`config.mk`:
```
export PLATFORM = sky130hd
export DESIGN_NAME = bod_decoder
export DESIGN_NICKNAME = d
export VERILOG_FILES = /design/src/design/bod_cond_eval.v /design/src/design/bod_decoder.v
export VERILOG_INCLUDE_DIRS = /design/src /design/src/pkg
export SDC_FILE = /design/constraint.sdc
export NUM_CORES = 1
export LEC_CHECK = 0
export BUFFER_PORTS_ARGS = -buffer_cell sky130_fd_sc_hd__buf_2
export CORE_MARGIN = 10
export CORE_UTILIZATION = 48
export DETAILED_ROUTE_END_ITERATION = 8
export MAX_ROUTING_LAYER = met4
export PLACE_DENSITY = 0.86
export REMOVE_ABC_BUFFERS = 1
export SETUP_SLACK_MARGIN = 0.05
export SYNTH_ARGS = -nofsm -noshare
export SYNTH_HDL_FRONTEND = slang
export SYNTH_HIERARCHICAL = 1
export SYNTH_SLANG_ARGS = --single-unit
```
`constraint.sdc`:
```
create_clock -name mclk -period 0.8 [get_ports mclk]
set_input_delay 0.16 -clock mclk [delete_from_list [all_inputs] [get_ports mclk]]
set_output_delay 0.16 -clock mclk [all_outputs]
set_load 0.01 [all_outputs]
```
`src/pkg/bod_defines.vh`:
```
// Constants for the opcode decoder tail
`ifndef BOD_DEFINES_VH
`define BOD_DEFINES_VH

// ==========================================
// Operand field positions
`define BOD_DST_HI 5
`define BOD_DST_LO 3
`define BOD_SRC_HI 2
`define BOD_SRC_LO 0
`define BOD_PAIR_HI 5
`define BOD_PAIR_LO 4

// ==========================================
// Register operand codes
`define BOD_REG_B   3'h0
`define BOD_REG_C   3'h1
`define BOD_REG_D   3'h2
`define BOD_REG_E   3'h3
`define BOD_REG_H   3'h4
`define BOD_REG_L   3'h5
`define BOD_REG_MEM 3'h6
`define BOD_REG_A   3'h7

// ==========================================
// Register pair codes
`define BOD_PAIR_BC 2'h0
`define BOD_PAIR_DE 2'h1
`define BOD_PAIR_HL 2'h2
`define BOD_PAIR_SP 2'h3

// ==========================================
// Return condition codes
`define BOD_CC_NOT_ZERO 3'h0
`define BOD_CC_ZERO     3'h1
`define BOD_CC_NO_CARRY 3'h2
`define BOD_CC_CARRY    3'h3
`define BOD_CC_PAR_ODD  3'h4
`define BOD_CC_PAR_EVEN 3'h5
`define BOD_CC_PLUS     3'h6
`define BOD_CC_MINUS    3'h7

// ==========================================
// Opcode masks and match values
`define BOD_MASK_GRP    8'hC7
`define BOD_MASK_PAIR   8'hCF
`define BOD_MASK_ALU    8'hC0
`define BOD_VAL_RET_CC  8'hC0
`define BOD_VAL_BINC    8'h04
`define BOD_VAL_BDEC    8'h05
`define BOD_VAL_PINC    8'h03
`define BOD_VAL_PDEC    8'h0B
`define BOD_VAL_PADD    8'h09
`define BOD_VAL_RST     8'hC7
`define BOD_VAL_ALU_REG 8'h80
`define BOD_VAL_ALU_IMM 8'hC6
`define BOD_VAL_ROT_SPC 8'h07
`define BOD_OPC_RET     8'hC9
`define BOD_OPC_IN      8'hDB
`define BOD_OPC_OUT     8'hD3
`define BOD_OPC_EI      8'hFB
`define BOD_OPC_DI      8'hF3
`define BOD_OPC_NOP     8'h00
`define BOD_OPC_HALT    8'h76
`define BOD_OPC_RDMASK  8'h20
`define BOD_OPC_SETMASK 8'h30

// ==========================================
// Operation classes; groups carry the sub-op in low bits
`define BOD_GRP_ALU_REG 3'h1
`define BOD_GRP_ALU_IMM 3'h2
`define BOD_GRP_ROT_SPC 3'h3
`define BOD_OP_OTHER    6'h00
`define BOD_OP_NOP      6'h20
`define BOD_OP_HALT     6'h21
`define BOD_OP_RET_ALW  6'h22
`define BOD_OP_RET_CC   6'h23
`define BOD_OP_RESTART  6'h24
`define BOD_OP_PORT_IN  6'h25
`define BOD_OP_PORT_OUT 6'h26
`define BOD_OP_BYTE_INC 6'h27
`define BOD_OP_BYTE_DEC 6'h28
`define BOD_OP_PAIR_INC 6'h29
`define BOD_OP_PAIR_DEC 6'h2A
`define BOD_OP_PAIR_ADD 6'h2B
`define BOD_OP_INT_EN   6'h2C
`define BOD_OP_INT_DIS  6'h2D
`define BOD_OP_RD_MASK  6'h2E
`define BOD_OP_SET_MASK 6'h2F

// ==========================================
// Clock-cycle counts
`define BOD_CYC_ZERO    5'h00
`define BOD_CYC_SHORT   5'h04
`define BOD_CYC_HALT    5'h05
`define BOD_CYC_PAIR    5'h06
`define BOD_CYC_MEMALU  5'h07
`define BOD_CYC_LONG    5'h0A
`define BOD_CYC_RET_NO  5'h06
`define BOD_CYC_RET_YES 5'h0C
`define BOD_CYC_RST     5'h0C

`endif

```
`src/design/bod_cond_eval.v`:
```
// Condition test for conditional returns
`timescale 1ns/1ps

module bod_cond_eval (
  input  wire [2:0] condSel,
  input  wire       flagZero,
  input  wire       flagCarry,
  input  wire       flagParity,
  input  wire       flagSign,
  output reg        condTrue
);
`include "bod_defines.vh"

  // ==========================================
  // Flag select
  always @* begin
    case (condSel)
      `BOD_CC_NOT_ZERO: condTrue = ~flagZero;
      `BOD_CC_ZERO:     condTrue = flagZero;
      `BOD_CC_NO_CARRY: condTrue = ~flagCarry;
      `BOD_CC_CARRY:    condTrue = flagCarry;
      `BOD_CC_PAR_ODD:  condTrue = ~flagParity;
      `BOD_CC_PAR_EVEN: condTrue = flagParity;
      `BOD_CC_PLUS:     condTrue = ~flagSign;
      default:          condTrue = flagSign;
    endcase
  end

endmodule

```
`src/design/bod_decoder.v`:
```
// Single-byte opcode decoder, second half of the set
`timescale 1ns/1ps

module bod_decoder (
  input  wire       mclk,
  input  wire       rst,
  input  wire       opValid,
  input  wire [7:0] opByte,
  input  wire       flagZero,
  input  wire       flagCarry,
  input  wire       flagParity,
  input  wire       flagSign,
  output reg        decValid_r,
  output reg  [5:0] opClass_r,
  output reg  [2:0] dstReg_r,
  output reg  [2:0] srcReg_r,
  output reg  [1:0] pairSel_r,
  output reg        memOperand_r,
  output reg        immByte_r,
  output reg        condTaken_r,
  output reg  [2:0] restartVec_r,
  output reg  [4:0] cycles_r,
  output reg        unknownOp_r
);
`include "bod_defines.vh"

  // ==========================================
  // Helpers
  function match;
    input [7:0] op;
    input [7:0] mask;
    input [7:0] val;
    begin
      match = ((op & mask) == val);
    end
  endfunction

  // Memory operand code in a register field
  function isMem;
    input [2:0] fld;
    begin
      isMem = (fld == `BOD_REG_MEM);
    end
  endfunction

  // Short count for register operand, longer for memory
  function [4:0] pickCyc;
    input [2:0] fld;
    input [4:0] regCyc;
    input [4:0] memCyc;
    begin
      pickCyc = isMem(fld) ? memCyc : regCyc;
    end
  endfunction

  // ==========================================
  // Field extraction
  wire [2:0] dstFld = opByte[`BOD_DST_HI:`BOD_DST_LO];
  wire [2:0] srcFld = opByte[`BOD_SRC_HI:`BOD_SRC_LO];
  wire [1:0] pairFld = opByte[`BOD_PAIR_HI:`BOD_PAIR_LO];
  wire       condTrue;

  bod_cond_eval uCond (
    .condSel    (dstFld),
    .flagZero   (flagZero),
    .flagCarry  (flagCarry),
    .flagParity (flagParity),
    .flagSign   (flagSign),
    .condTrue   (condTrue)
  );

  // ==========================================
  // Decode
  reg [5:0] opClass_nxt;
  reg [2:0] dstReg_nxt;
  reg [2:0] srcReg_nxt;
  reg [1:0] pairSel_nxt;
  reg       memOperand_nxt;
  reg       immByte_nxt;
  reg       condTaken_nxt;
  reg [2:0] restartVec_nxt;
  reg [4:0] cycles_nxt;
  reg       unknownOp_nxt;

  always @* begin
    opClass_nxt    = `BOD_OP_OTHER;
    dstReg_nxt     = `BOD_REG_A;
    srcReg_nxt     = `BOD_REG_A;
    pairSel_nxt    = `BOD_PAIR_BC;
    memOperand_nxt = 1'b0;
    immByte_nxt    = 1'b0;
    condTaken_nxt  = 1'b0;
    restartVec_nxt = 3'h0;
    cycles_nxt     = `BOD_CYC_ZERO;
    unknownOp_nxt  = 1'b0;
    if (opByte == `BOD_OPC_RET) begin
      opClass_nxt   = `BOD_OP_RET_ALW;
      condTaken_nxt = 1'b1;
      cycles_nxt    = `BOD_CYC_LONG;
    end else if (match(opByte, `BOD_MASK_GRP, `BOD_VAL_RET_CC)) begin
      opClass_nxt   = `BOD_OP_RET_CC;
      condTaken_nxt = condTrue;
      cycles_nxt    = condTrue ? `BOD_CYC_RET_YES : `BOD_CYC_RET_NO;
    end else if (match(opByte, `BOD_MASK_GRP, `BOD_VAL_RST)) begin
      opClass_nxt    = `BOD_OP_RESTART;
      restartVec_nxt = dstFld;
      cycles_nxt     = `BOD_CYC_RST;
    end else if (opByte == `BOD_OPC_IN) begin
      opClass_nxt = `BOD_OP_PORT_IN;
      immByte_nxt = 1'b1;
      cycles_nxt  = `BOD_CYC_LONG;
    end else if (opByte == `BOD_OPC_OUT) begin
      opClass_nxt = `BOD_OP_PORT_OUT;
      immByte_nxt = 1'b1;
      cycles_nxt  = `BOD_CYC_LONG;
    end else if (opByte == `BOD_OPC_EI) begin
      opClass_nxt = `BOD_OP_INT_EN;
      cycles_nxt  = `BOD_CYC_SHORT;
    end else if (opByte == `BOD_OPC_DI) begin
      opClass_nxt = `BOD_OP_INT_DIS;
      cycles_nxt  = `BOD_CYC_SHORT;
    end else if (opByte == `BOD_OPC_NOP) begin
      opClass_nxt = `BOD_OP_NOP;
      cycles_nxt  = `BOD_CYC_SHORT;
    end else if (opByte == `BOD_OPC_HALT) begin
      // Checked before anything else in the 01 quadrant
      opClass_nxt = `BOD_OP_HALT;
      cycles_nxt  = `BOD_CYC_HALT;
    end else if (opByte == `BOD_OPC_RDMASK) begin
      opClass_nxt = `BOD_OP_RD_MASK;
      cycles_nxt  = `BOD_CYC_SHORT;
    end else if (opByte == `BOD_OPC_SETMASK) begin
      opClass_nxt = `BOD_OP_SET_MASK;
      cycles_nxt  = `BOD_CYC_SHORT;
    end else if (match(opByte, `BOD_MASK_GRP, `BOD_VAL_BINC)) begin
      opClass_nxt    = `BOD_OP_BYTE_INC;
      dstReg_nxt     = dstFld;
      srcReg_nxt     = dstFld;
      memOperand_nxt = isMem(dstFld);
      cycles_nxt     = pickCyc(dstFld, `BOD_CYC_SHORT, `BOD_CYC_LONG);
    end else if (match(opByte, `BOD_MASK_GRP, `BOD_VAL_BDEC)) begin
      opClass_nxt    = `BOD_OP_BYTE_DEC;
      dstReg_nxt     = dstFld;
      srcReg_nxt     = dstFld;
      memOperand_nxt = isMem(dstFld);
      cycles_nxt     = pickCyc(dstFld, `BOD_CYC_SHORT, `BOD_CYC_LONG);
    end else if (match(opByte, `BOD_MASK_PAIR, `BOD_VAL_PINC)) begin
      opClass_nxt = `BOD_OP_PAIR_INC;
      pairSel_nxt = pairFld;
      cycles_nxt  = `BOD_CYC_PAIR;
    end else if (match(opByte, `BOD_MASK_PAIR, `BOD_VAL_PDEC)) begin
      opClass_nxt = `BOD_OP_PAIR_DEC;
      pairSel_nxt = pairFld;
      cycles_nxt  = `BOD_CYC_PAIR;
    end else if (match(opByte, `BOD_MASK_PAIR, `BOD_VAL_PADD)) begin
      // Destination is always the HL pair
      opClass_nxt = `BOD_OP_PAIR_ADD;
      pairSel_nxt = pairFld;
      cycles_nxt  = `BOD_CYC_LONG;
    end else if (match(opByte, `BOD_MASK_GRP, `BOD_VAL_ROT_SPC)) begin
      // Rotates on codes 0-3, accumulator specials on 4-7
      opClass_nxt = {`BOD_GRP_ROT_SPC, dstFld};
      cycles_nxt  = `BOD_CYC_SHORT;
    end else if (match(opByte, `BOD_MASK_ALU, `BOD_VAL_ALU_REG)) begin
      // Sub-op order: add, adc, sub, sbb, and, xor, or, cmp
      opClass_nxt    = {`BOD_GRP_ALU_REG, dstFld};
      srcReg_nxt     = srcFld;
      memOperand_nxt = isMem(srcFld);
      cycles_nxt     = pickCyc(srcFld, `BOD_CYC_SHORT, `BOD_CYC_MEMALU);
    end else if (match(opByte, `BOD_MASK_GRP, `BOD_VAL_ALU_IMM)) begin
      opClass_nxt = {`BOD_GRP_ALU_IMM, dstFld};
      immByte_nxt = 1'b1;
      cycles_nxt  = `BOD_CYC_MEMALU;
    end else begin
      // Opcodes of the first half pass on flagged, count zero
      unknownOp_nxt = 1'b1;
      dstReg_nxt    = dstFld;
      srcReg_nxt    = srcFld;
      pairSel_nxt   = pairFld;
    end
  end

  // ==========================================
  // Output registers
  // Decoded fields held until the next opcode so the sequencer may read at leisure; decValid_r follows opValid every cycle
  always @(posedge mclk or posedge rst) begin
    if (rst) begin
      decValid_r   <= 1'b0;
      opClass_r    <= `BOD_OP_OTHER;
      dstReg_r     <= `BOD_REG_B;
      srcReg_r     <= `BOD_REG_B;
      pairSel_r    <= `BOD_PAIR_BC;
      memOperand_r <= 1'b0;
      immByte_r    <= 1'b0;
      condTaken_r  <= 1'b0;
      restartVec_r <= 3'h0;
      cycles_r     <= `BOD_CYC_ZERO;
      unknownOp_r  <= 1'b0;
    end else begin
      decValid_r <= opValid;
      if (opValid) begin
        opClass_r    <= opClass_nxt;
        dstReg_r     <= dstReg_nxt;
        srcReg_r     <= srcReg_nxt;
        pairSel_r    <= pairSel_nxt;
        memOperand_r <= memOperand_nxt;
        immByte_r    <= immByte_nxt;
        condTaken_r  <= condTaken_nxt;
        restartVec_r <= restartVec_nxt;
        cycles_r     <= cycles_nxt;
        unknownOp_r  <= unknownOp_nxt;
      end
    end
  end

endmodule

```
* Yosys cells after proc, flatten, opt, wreduce, memory -nomap -nowiden
Index checks and enable logic that the tools add are counted.
Word-level totals: register bits 27, bits in latches 0, RAM bits 0, bits in read-only memories 0, bits of input ports 15, output and inout bits 27, word-level logic and storage cells 202, memories 0
Operators by class: $add $sub $neg 0, multiply operators 0, div/mod/pow operators 0, order comparisons 0, equal/unequal tests 25, shift-type cells 0, muxes and demuxes 160, bitwise operators 4, reduce and logical (&&, ||, !) cells 2
Operators by type and width (count):
- $mux 3 | 44
- $mux 6 | 16
- $mux 4 | 18
- $mux 1 | 58
- $eq 8x8->1 const B | 5
- $mux 2 | 20
- $eq 8x6->1 const B | 2
- $eq 5x3->1 const B | 3
- $eq 5x5->1 const B | 3
- $mux 5 | 3
- $eq 3x3->1 const B | 4
- $eq 6x4->1 const B | 2
- $eq 8x7->1 const B | 1
- $logic_not 8->1 | 1
- $pmux 1 s7 | 1
- $eq 3x2->1 const B | 2
- $eq 6x2->1 const B | 1
- $not 1->1 | 4
- $eq 3x1->1 const B | 1
- $logic_not 3->1 | 1
- $eq 2x2->1 const B | 1

* Depth between registers and ports, before layout
depth in word-level cells 20, gate-level depth with buffers 7, mapped depth without buffers 5

* Hierarchy
The synthesis kept the hierarchy.
By module, submodules not included:
- bod_decoder | times used 1, cells each 195, area each 1700.4 um^2, sequential area each 650.6 um^2
- bod_cond_eval | times used 1, cells each 2, area each 31.3 um^2, sequential area each 0.0 um^2

* Worst setup path before layout
No wires, ideal clock.
kind input to register, start input opByte[0], end register dstReg_r[0], setup time 0.126 ns, arrival 1.330 ns, required time 0.674 ns, setup slack -0.657 ns, stages 6, path buffers 1, cells stage by stage buf_6 -> and4_1 -> o21ai_2 -> nand3_4 -> a221o_2 -> o32a_1
Between the ends: longest elaborated chain between the ends 20, elaborated cells on any way between the ends 37, those cells by class eq/ne (17); mux (19); reduce/logical (1)
RTL lines:
- start: declaration | RTL line bod_decoder.v:8 | input wire [7:0] opByte,
- $eq 5x5->1 | RTL line bod_decoder.v:34 | match = ((op & mask) == val);
- $mux 3 | RTL line bod_decoder.v:170 | end else if (match(opByte, `BOD_MASK_GRP, `BOD_VAL_ALU_IMM)) begin
- $mux 3 | RTL line bod_decoder.v:164 | end else if (match(opByte, `BOD_MASK_ALU, `BOD_VAL_ALU_REG)) begin
- $mux 3 | RTL line bod_decoder.v:160 | end else if (match(opByte, `BOD_MASK_GRP, `BOD_VAL_ROT_SPC)) begin
- $mux 3 | RTL line bod_decoder.v:155 | end else if (match(opByte, `BOD_MASK_PAIR, `BOD_VAL_PADD)) begin
- $mux 3 | RTL line bod_decoder.v:151 | end else if (match(opByte, `BOD_MASK_PAIR, `BOD_VAL_PDEC)) begin
- $mux 3 | RTL line bod_decoder.v:147 | end else if (match(opByte, `BOD_MASK_PAIR, `BOD_VAL_PINC)) begin
- $mux 3 | RTL line bod_decoder.v:141 | end else if (match(opByte, `BOD_MASK_GRP, `BOD_VAL_BDEC)) begin
- (+4 left out)
- $mux 3 | RTL line bod_decoder.v:122 | end else if (opByte == `BOD_OPC_NOP) begin
- $mux 3 | RTL line bod_decoder.v:119 | end else if (opByte == `BOD_OPC_DI) begin
- $mux 3 | RTL line bod_decoder.v:116 | end else if (opByte == `BOD_OPC_EI) begin
- $mux 3 | RTL line bod_decoder.v:112 | end else if (opByte == `BOD_OPC_OUT) begin
- $mux 3 | RTL line bod_decoder.v:108 | end else if (opByte == `BOD_OPC_IN) begin
- $mux 3 | RTL line bod_decoder.v:104 | end else if (match(opByte, `BOD_MASK_GRP, `BOD_VAL_RST)) begin
- $mux 3 | RTL line bod_decoder.v:100 | end else if (match(opByte, `BOD_MASK_GRP, `BOD_VAL_RET_CC)) begin
- $mux 3 (*) | RTL line bod_decoder.v:96 | if (opByte == `BOD_OPC_RET) begin
- end signal: assignment | RTL line bod_decoder.v:190 | dstReg_r <= `BOD_REG_B;
- end signal: assignment | RTL line bod_decoder.v:203 | dstReg_r <= dstReg_nxt;
- end: declaration | RTL line bod_decoder.v:15 | output reg [2:0] dstReg_r,
Every way passes the cells marked *; elsewhere a longest branch is shown, timed or not. A chain may end at the register's enable or synchronous reset.

* Final worst setup path
start input opByte[2], end register dstReg_r[0]
The elaborated chain is that of the path after synthesis.

==> flow_summary.json <==
{
  "fin_nets": 325,
  "syn_avg_cell_area_um2": 8.79,
  "p_per_area_mw_per_mm2": 1230,
  "p_comb_frac": 0.379,
  "insertion_delay_ns": 0.35,
  "switching_share": 0.322,
  "cell_internal_pwr_mw": 2.39,
  "setup_viol": 48,
  "hpwl_um": 4660,
  "grt_max_degree": 27,
  "portBuffers": 40,
  "vias_per_cell": 5.98,
  "status": "complete, but fails checks",
  "rrSetupSlack_ns": -0.25,
  "clock-sinks": 26,
  "cp-end-kind": "register",
  "max_freq_mhz": 818,
  "maxSlewViolCount": 0,
  "num_vias": 2122,
  "vdd_drop_max_mv": 1.02,
  "gp_congestion": 0.992,
  "cts_buffers": 3,
  "fin_crit_ns": 1.22,
  "drv_cap": 0,
  "root_buffer": "clkbuf_4",
  "post-place-ws_ns": -0.841,
  "fin_skew_ns": 0,
  "first_iter_violations": 208,
  "wl_per_cell_um": 19.6,
  "async_flop_share": 1.00,
  "synth-edff-count": 0,
  "antenna_found_initial": 0,
  "htreeDepth": 1,
  "hold-path-endpoint": "dstReg_r[1]",
  "cp_cell_sequence": "buf_8 -> buf_4 -> nand2b_4 -> or3_4 -> nand3_4 -> a221o_2 -> o32a_1",
  "drc": 0,
  "placed_area_mm2": 0.00243,
  "antennaDiodeCount": 0,
  "period_share": 1.53,
  "layout_setup_ws_ns": -0.423,
  "hold_violations": 0,
  "yosysSeqAreaShare": 0.376,
  "core_area_mm2": 0.00342,
  "p_seq_frac": 0.420,
  "cpLargestDelayFamily": "compound AO/OA/AOI/OAI gates",
  "path_buf_inv": 2,
  "cts_tree": "done",
  "die_h_um": 80.1,
  "grt_pass1_vias": 2141,
  "synth_warnings": 6,
  "rsz0062_at_grt": "yes",
  "power.share.clock": 0.201,
  "ys_dominant_reg_cell": "dfrtp_1",
  "grt.total_usage": 0.213,
  "critPathLaunchType": "input port",
  "hp-start": "opByte[4]",
  "cp.required_ns": 1.06,
  "drive_gt1_frac": 0.531,
  "grt_overflow_total": 0,
  "syn_inst": 197,
  "synth.distinct_cells": 53,
  "io_pins": 42,
  "r2r-end": "opClass_r[0]",
  "dr.pass1.iters": 5,
  "violations": "negative setup slack",
  "reg2reg_depth": 3,
  "min_path_type": "input port to register",
  "clkTransAtPathRegs_ns": 0.15,
  "reg2reg_from": "opClass_r[0]",
  "wirelength_um": 6940,
  "p_sw_mw": 1.13,
  "critical_path.max_fanout": 7,
  "fin_area_mm2": 0.00287,
  "die_area_mm2": 0.00641,
  "ys_ff_latch": 26,
  "path_class": "input port to register",
  "start_util": 0.507,
  "die_w_um": 80.1,
  "area_growth_pct": 65.8,
  "min_path_cells": 2,
  "cpMaxStageDelayCell": "a221o_2",
  "cp_slowest_stage_delay_ns": 0.37,
  "postRouteAntennaNets": 0,
  "fillers": 201,
  "syn_area_mm2": 0.00173,
  "p_leak_nw": 1.36,
  "grt_pass1_wl_um": 10600,
  "cts_buffer_depth": 2,
  "num_rows": 21,
  "critPathArrivalTime_ns": 1.48
}
[power by group through the flow]
| stage | Sequential, mW | Combinational (mW) | Clock (mW) |
|---|---|---|---|
| 5_1_grt | 1.49 | 1.42 | 0.756 |
| 3_3_place_gp | 1.50 | 1.02 | 0 |
| 2_1_floorplan | 1.56 | 0.369 | 0 |
| 3_5_place_dp | 1.50 | 1.04 | 0 |
| 6_report | 1.48 | 1.33 | 0.707 |
| 4_1_cts | 1.47 | 1.16 | 0.714 |
[layout by cell type (no fill, tap or decap), types with 2 or more instances in the layout]
| master | instances |
|---|---|
| buf_4 | 78 |
| buf_2 | 27 |
| dfrtp_1 | 26 |
| nand2_1 | 18 |
| inv_1 | 16 |
| a21oi_1 | 13 |
| buf_6 | 12 |
| nor2_1 | 9 |
| o21ai_0 | 7 |
| o22ai_1 | 6 |
| o32a_1 | 6 |
| nand2b_1 | 5 |
| nor3_1 | 4 |
| o22a_1 | 4 |
| buf_8 | 4 |
| nand2b_4 | 3 |
| nand3b_1 | 3 |
| o32ai_1 | 3 |
| clkbuf_4 | 3 |
| or3_4 | 2 |
| and3b_1 | 2 |
| and3_4 | 2 |
| nor2_2 | 2 |
| nand2_4 | 2 |
| o32ai_2 | 2 |
| nor2b_1 | 2 |
| o31ai_1 | 2 |
| a21oi_2 | 2 |
| o22ai_2 | 2 |
| o211ai_1 | 2 |
| buf_12 | 2 |
[cell families after synthesis]
family                 count (synthesis)  synth area share
AO/OA/AOI/OAI                         66             0.278
buffers and inverters                 33            0.0853
XOR/XNOR                               1           0.00506
other                                  1           0.00217
flip-flops                            26             0.376
multiplexers                           1            0.0130
AND/OR/NAND/NOR                       69             0.241
[area by class of cell]
type	instances	area, um^2	share of cell area
Multi-Input combinational cell	138	1100	0.382
Inverter	17	63.8	0.0222
Sequential cell	26	651	0.227
Clock buffer	4	36.3	0.0126
Timing Repair Buffer	124	966	0.336
Tap cell	46	57.6	0.0200
[what timing repair did]
action,in CTS,in global routing
pin swaps,14,19
gates resized for setup,33,28
endpoints found under the setup margin,48,48
buffers inserted,10,7
endpoints found under the hold margin,26,0
hold buffers,1,0
[sequential cells by signal, summed over array words and instances, names as in the netlist]
register and cells:
condTaken_r 1, cycles_r 4, decValid_r 1, dstReg_r 3
immByte_r 1, memOperand_r 1, opClass_r 6, pairSel_r 2
restartVec_r 3, srcReg_r 3, unknownOp_r 1
[how the worst max path moves through the flow]
stage,start,slack (ns),end,depth (start not counted)
after global routing,opByte[3],-0.43,opClass_r[0],6
after floorplan,opByte[7],-0.56,dstReg_r[0],5
after detailed placement,opByte[6],-0.84,dstReg_r[0],7
after global placement,opByte[4],-0.81,cycles_r[1],5
after CTS,opByte[2],-0.44,srcReg_r[1],7
final,opByte[2],-0.42,dstReg_r[0],7
[synthesized netlist by cell type (3+ instances only)]
cell type   n  share of area
dfrtp_1    26           0.38
inv_1      17          0.037
nand2_1    20          0.043
clkbuf_1    7          0.015
o22a_1      4          0.020
nor2b_1     4          0.014
a21oi_1    16          0.046
nor3_1      4          0.012
nand3b_1    3          0.013
nor2_1     11          0.024
nand2b_1    7          0.025
o22ai_1     8          0.029
o21ai_0     8          0.023
o32ai_1     5          0.025
buf_2       4          0.012
o32a_1      6          0.035
[per-layer routing]
layer	vias to the layer above	track usage	wire, um
met1	1036	0.255	2700
met4	0	0.0915	236
li1	939	-	-
met5	-	-	0
met2	124	0.348	3460
met3	23	0.0290	548
[per-stage QoR]
| stage | setup TNS [ns] | utilization | hold WS (ns) | instances | total power, mW |
|---|---|---|---|---|---|
| floorplan | -9.59 | - | 0.191 | 181 | 1.92 |
| global placement | -16.87 | 0.710 | 0.198 | 333 | 2.52 |
| detailed placement | -17.98 | 0.710 | 0.218 | 333 | 2.54 |
| CTS | -14.39 | 0.783 | 0.0630 | 348 | 3.35 |
| global route | -15.33 | 0.841 | 0.0701 | 355 | 3.67 |
| finish | -14.03 | 0.841 | 0.0712 | 355 | 3.52 |
No activity file was read; power rests on OpenSTA's default activity.
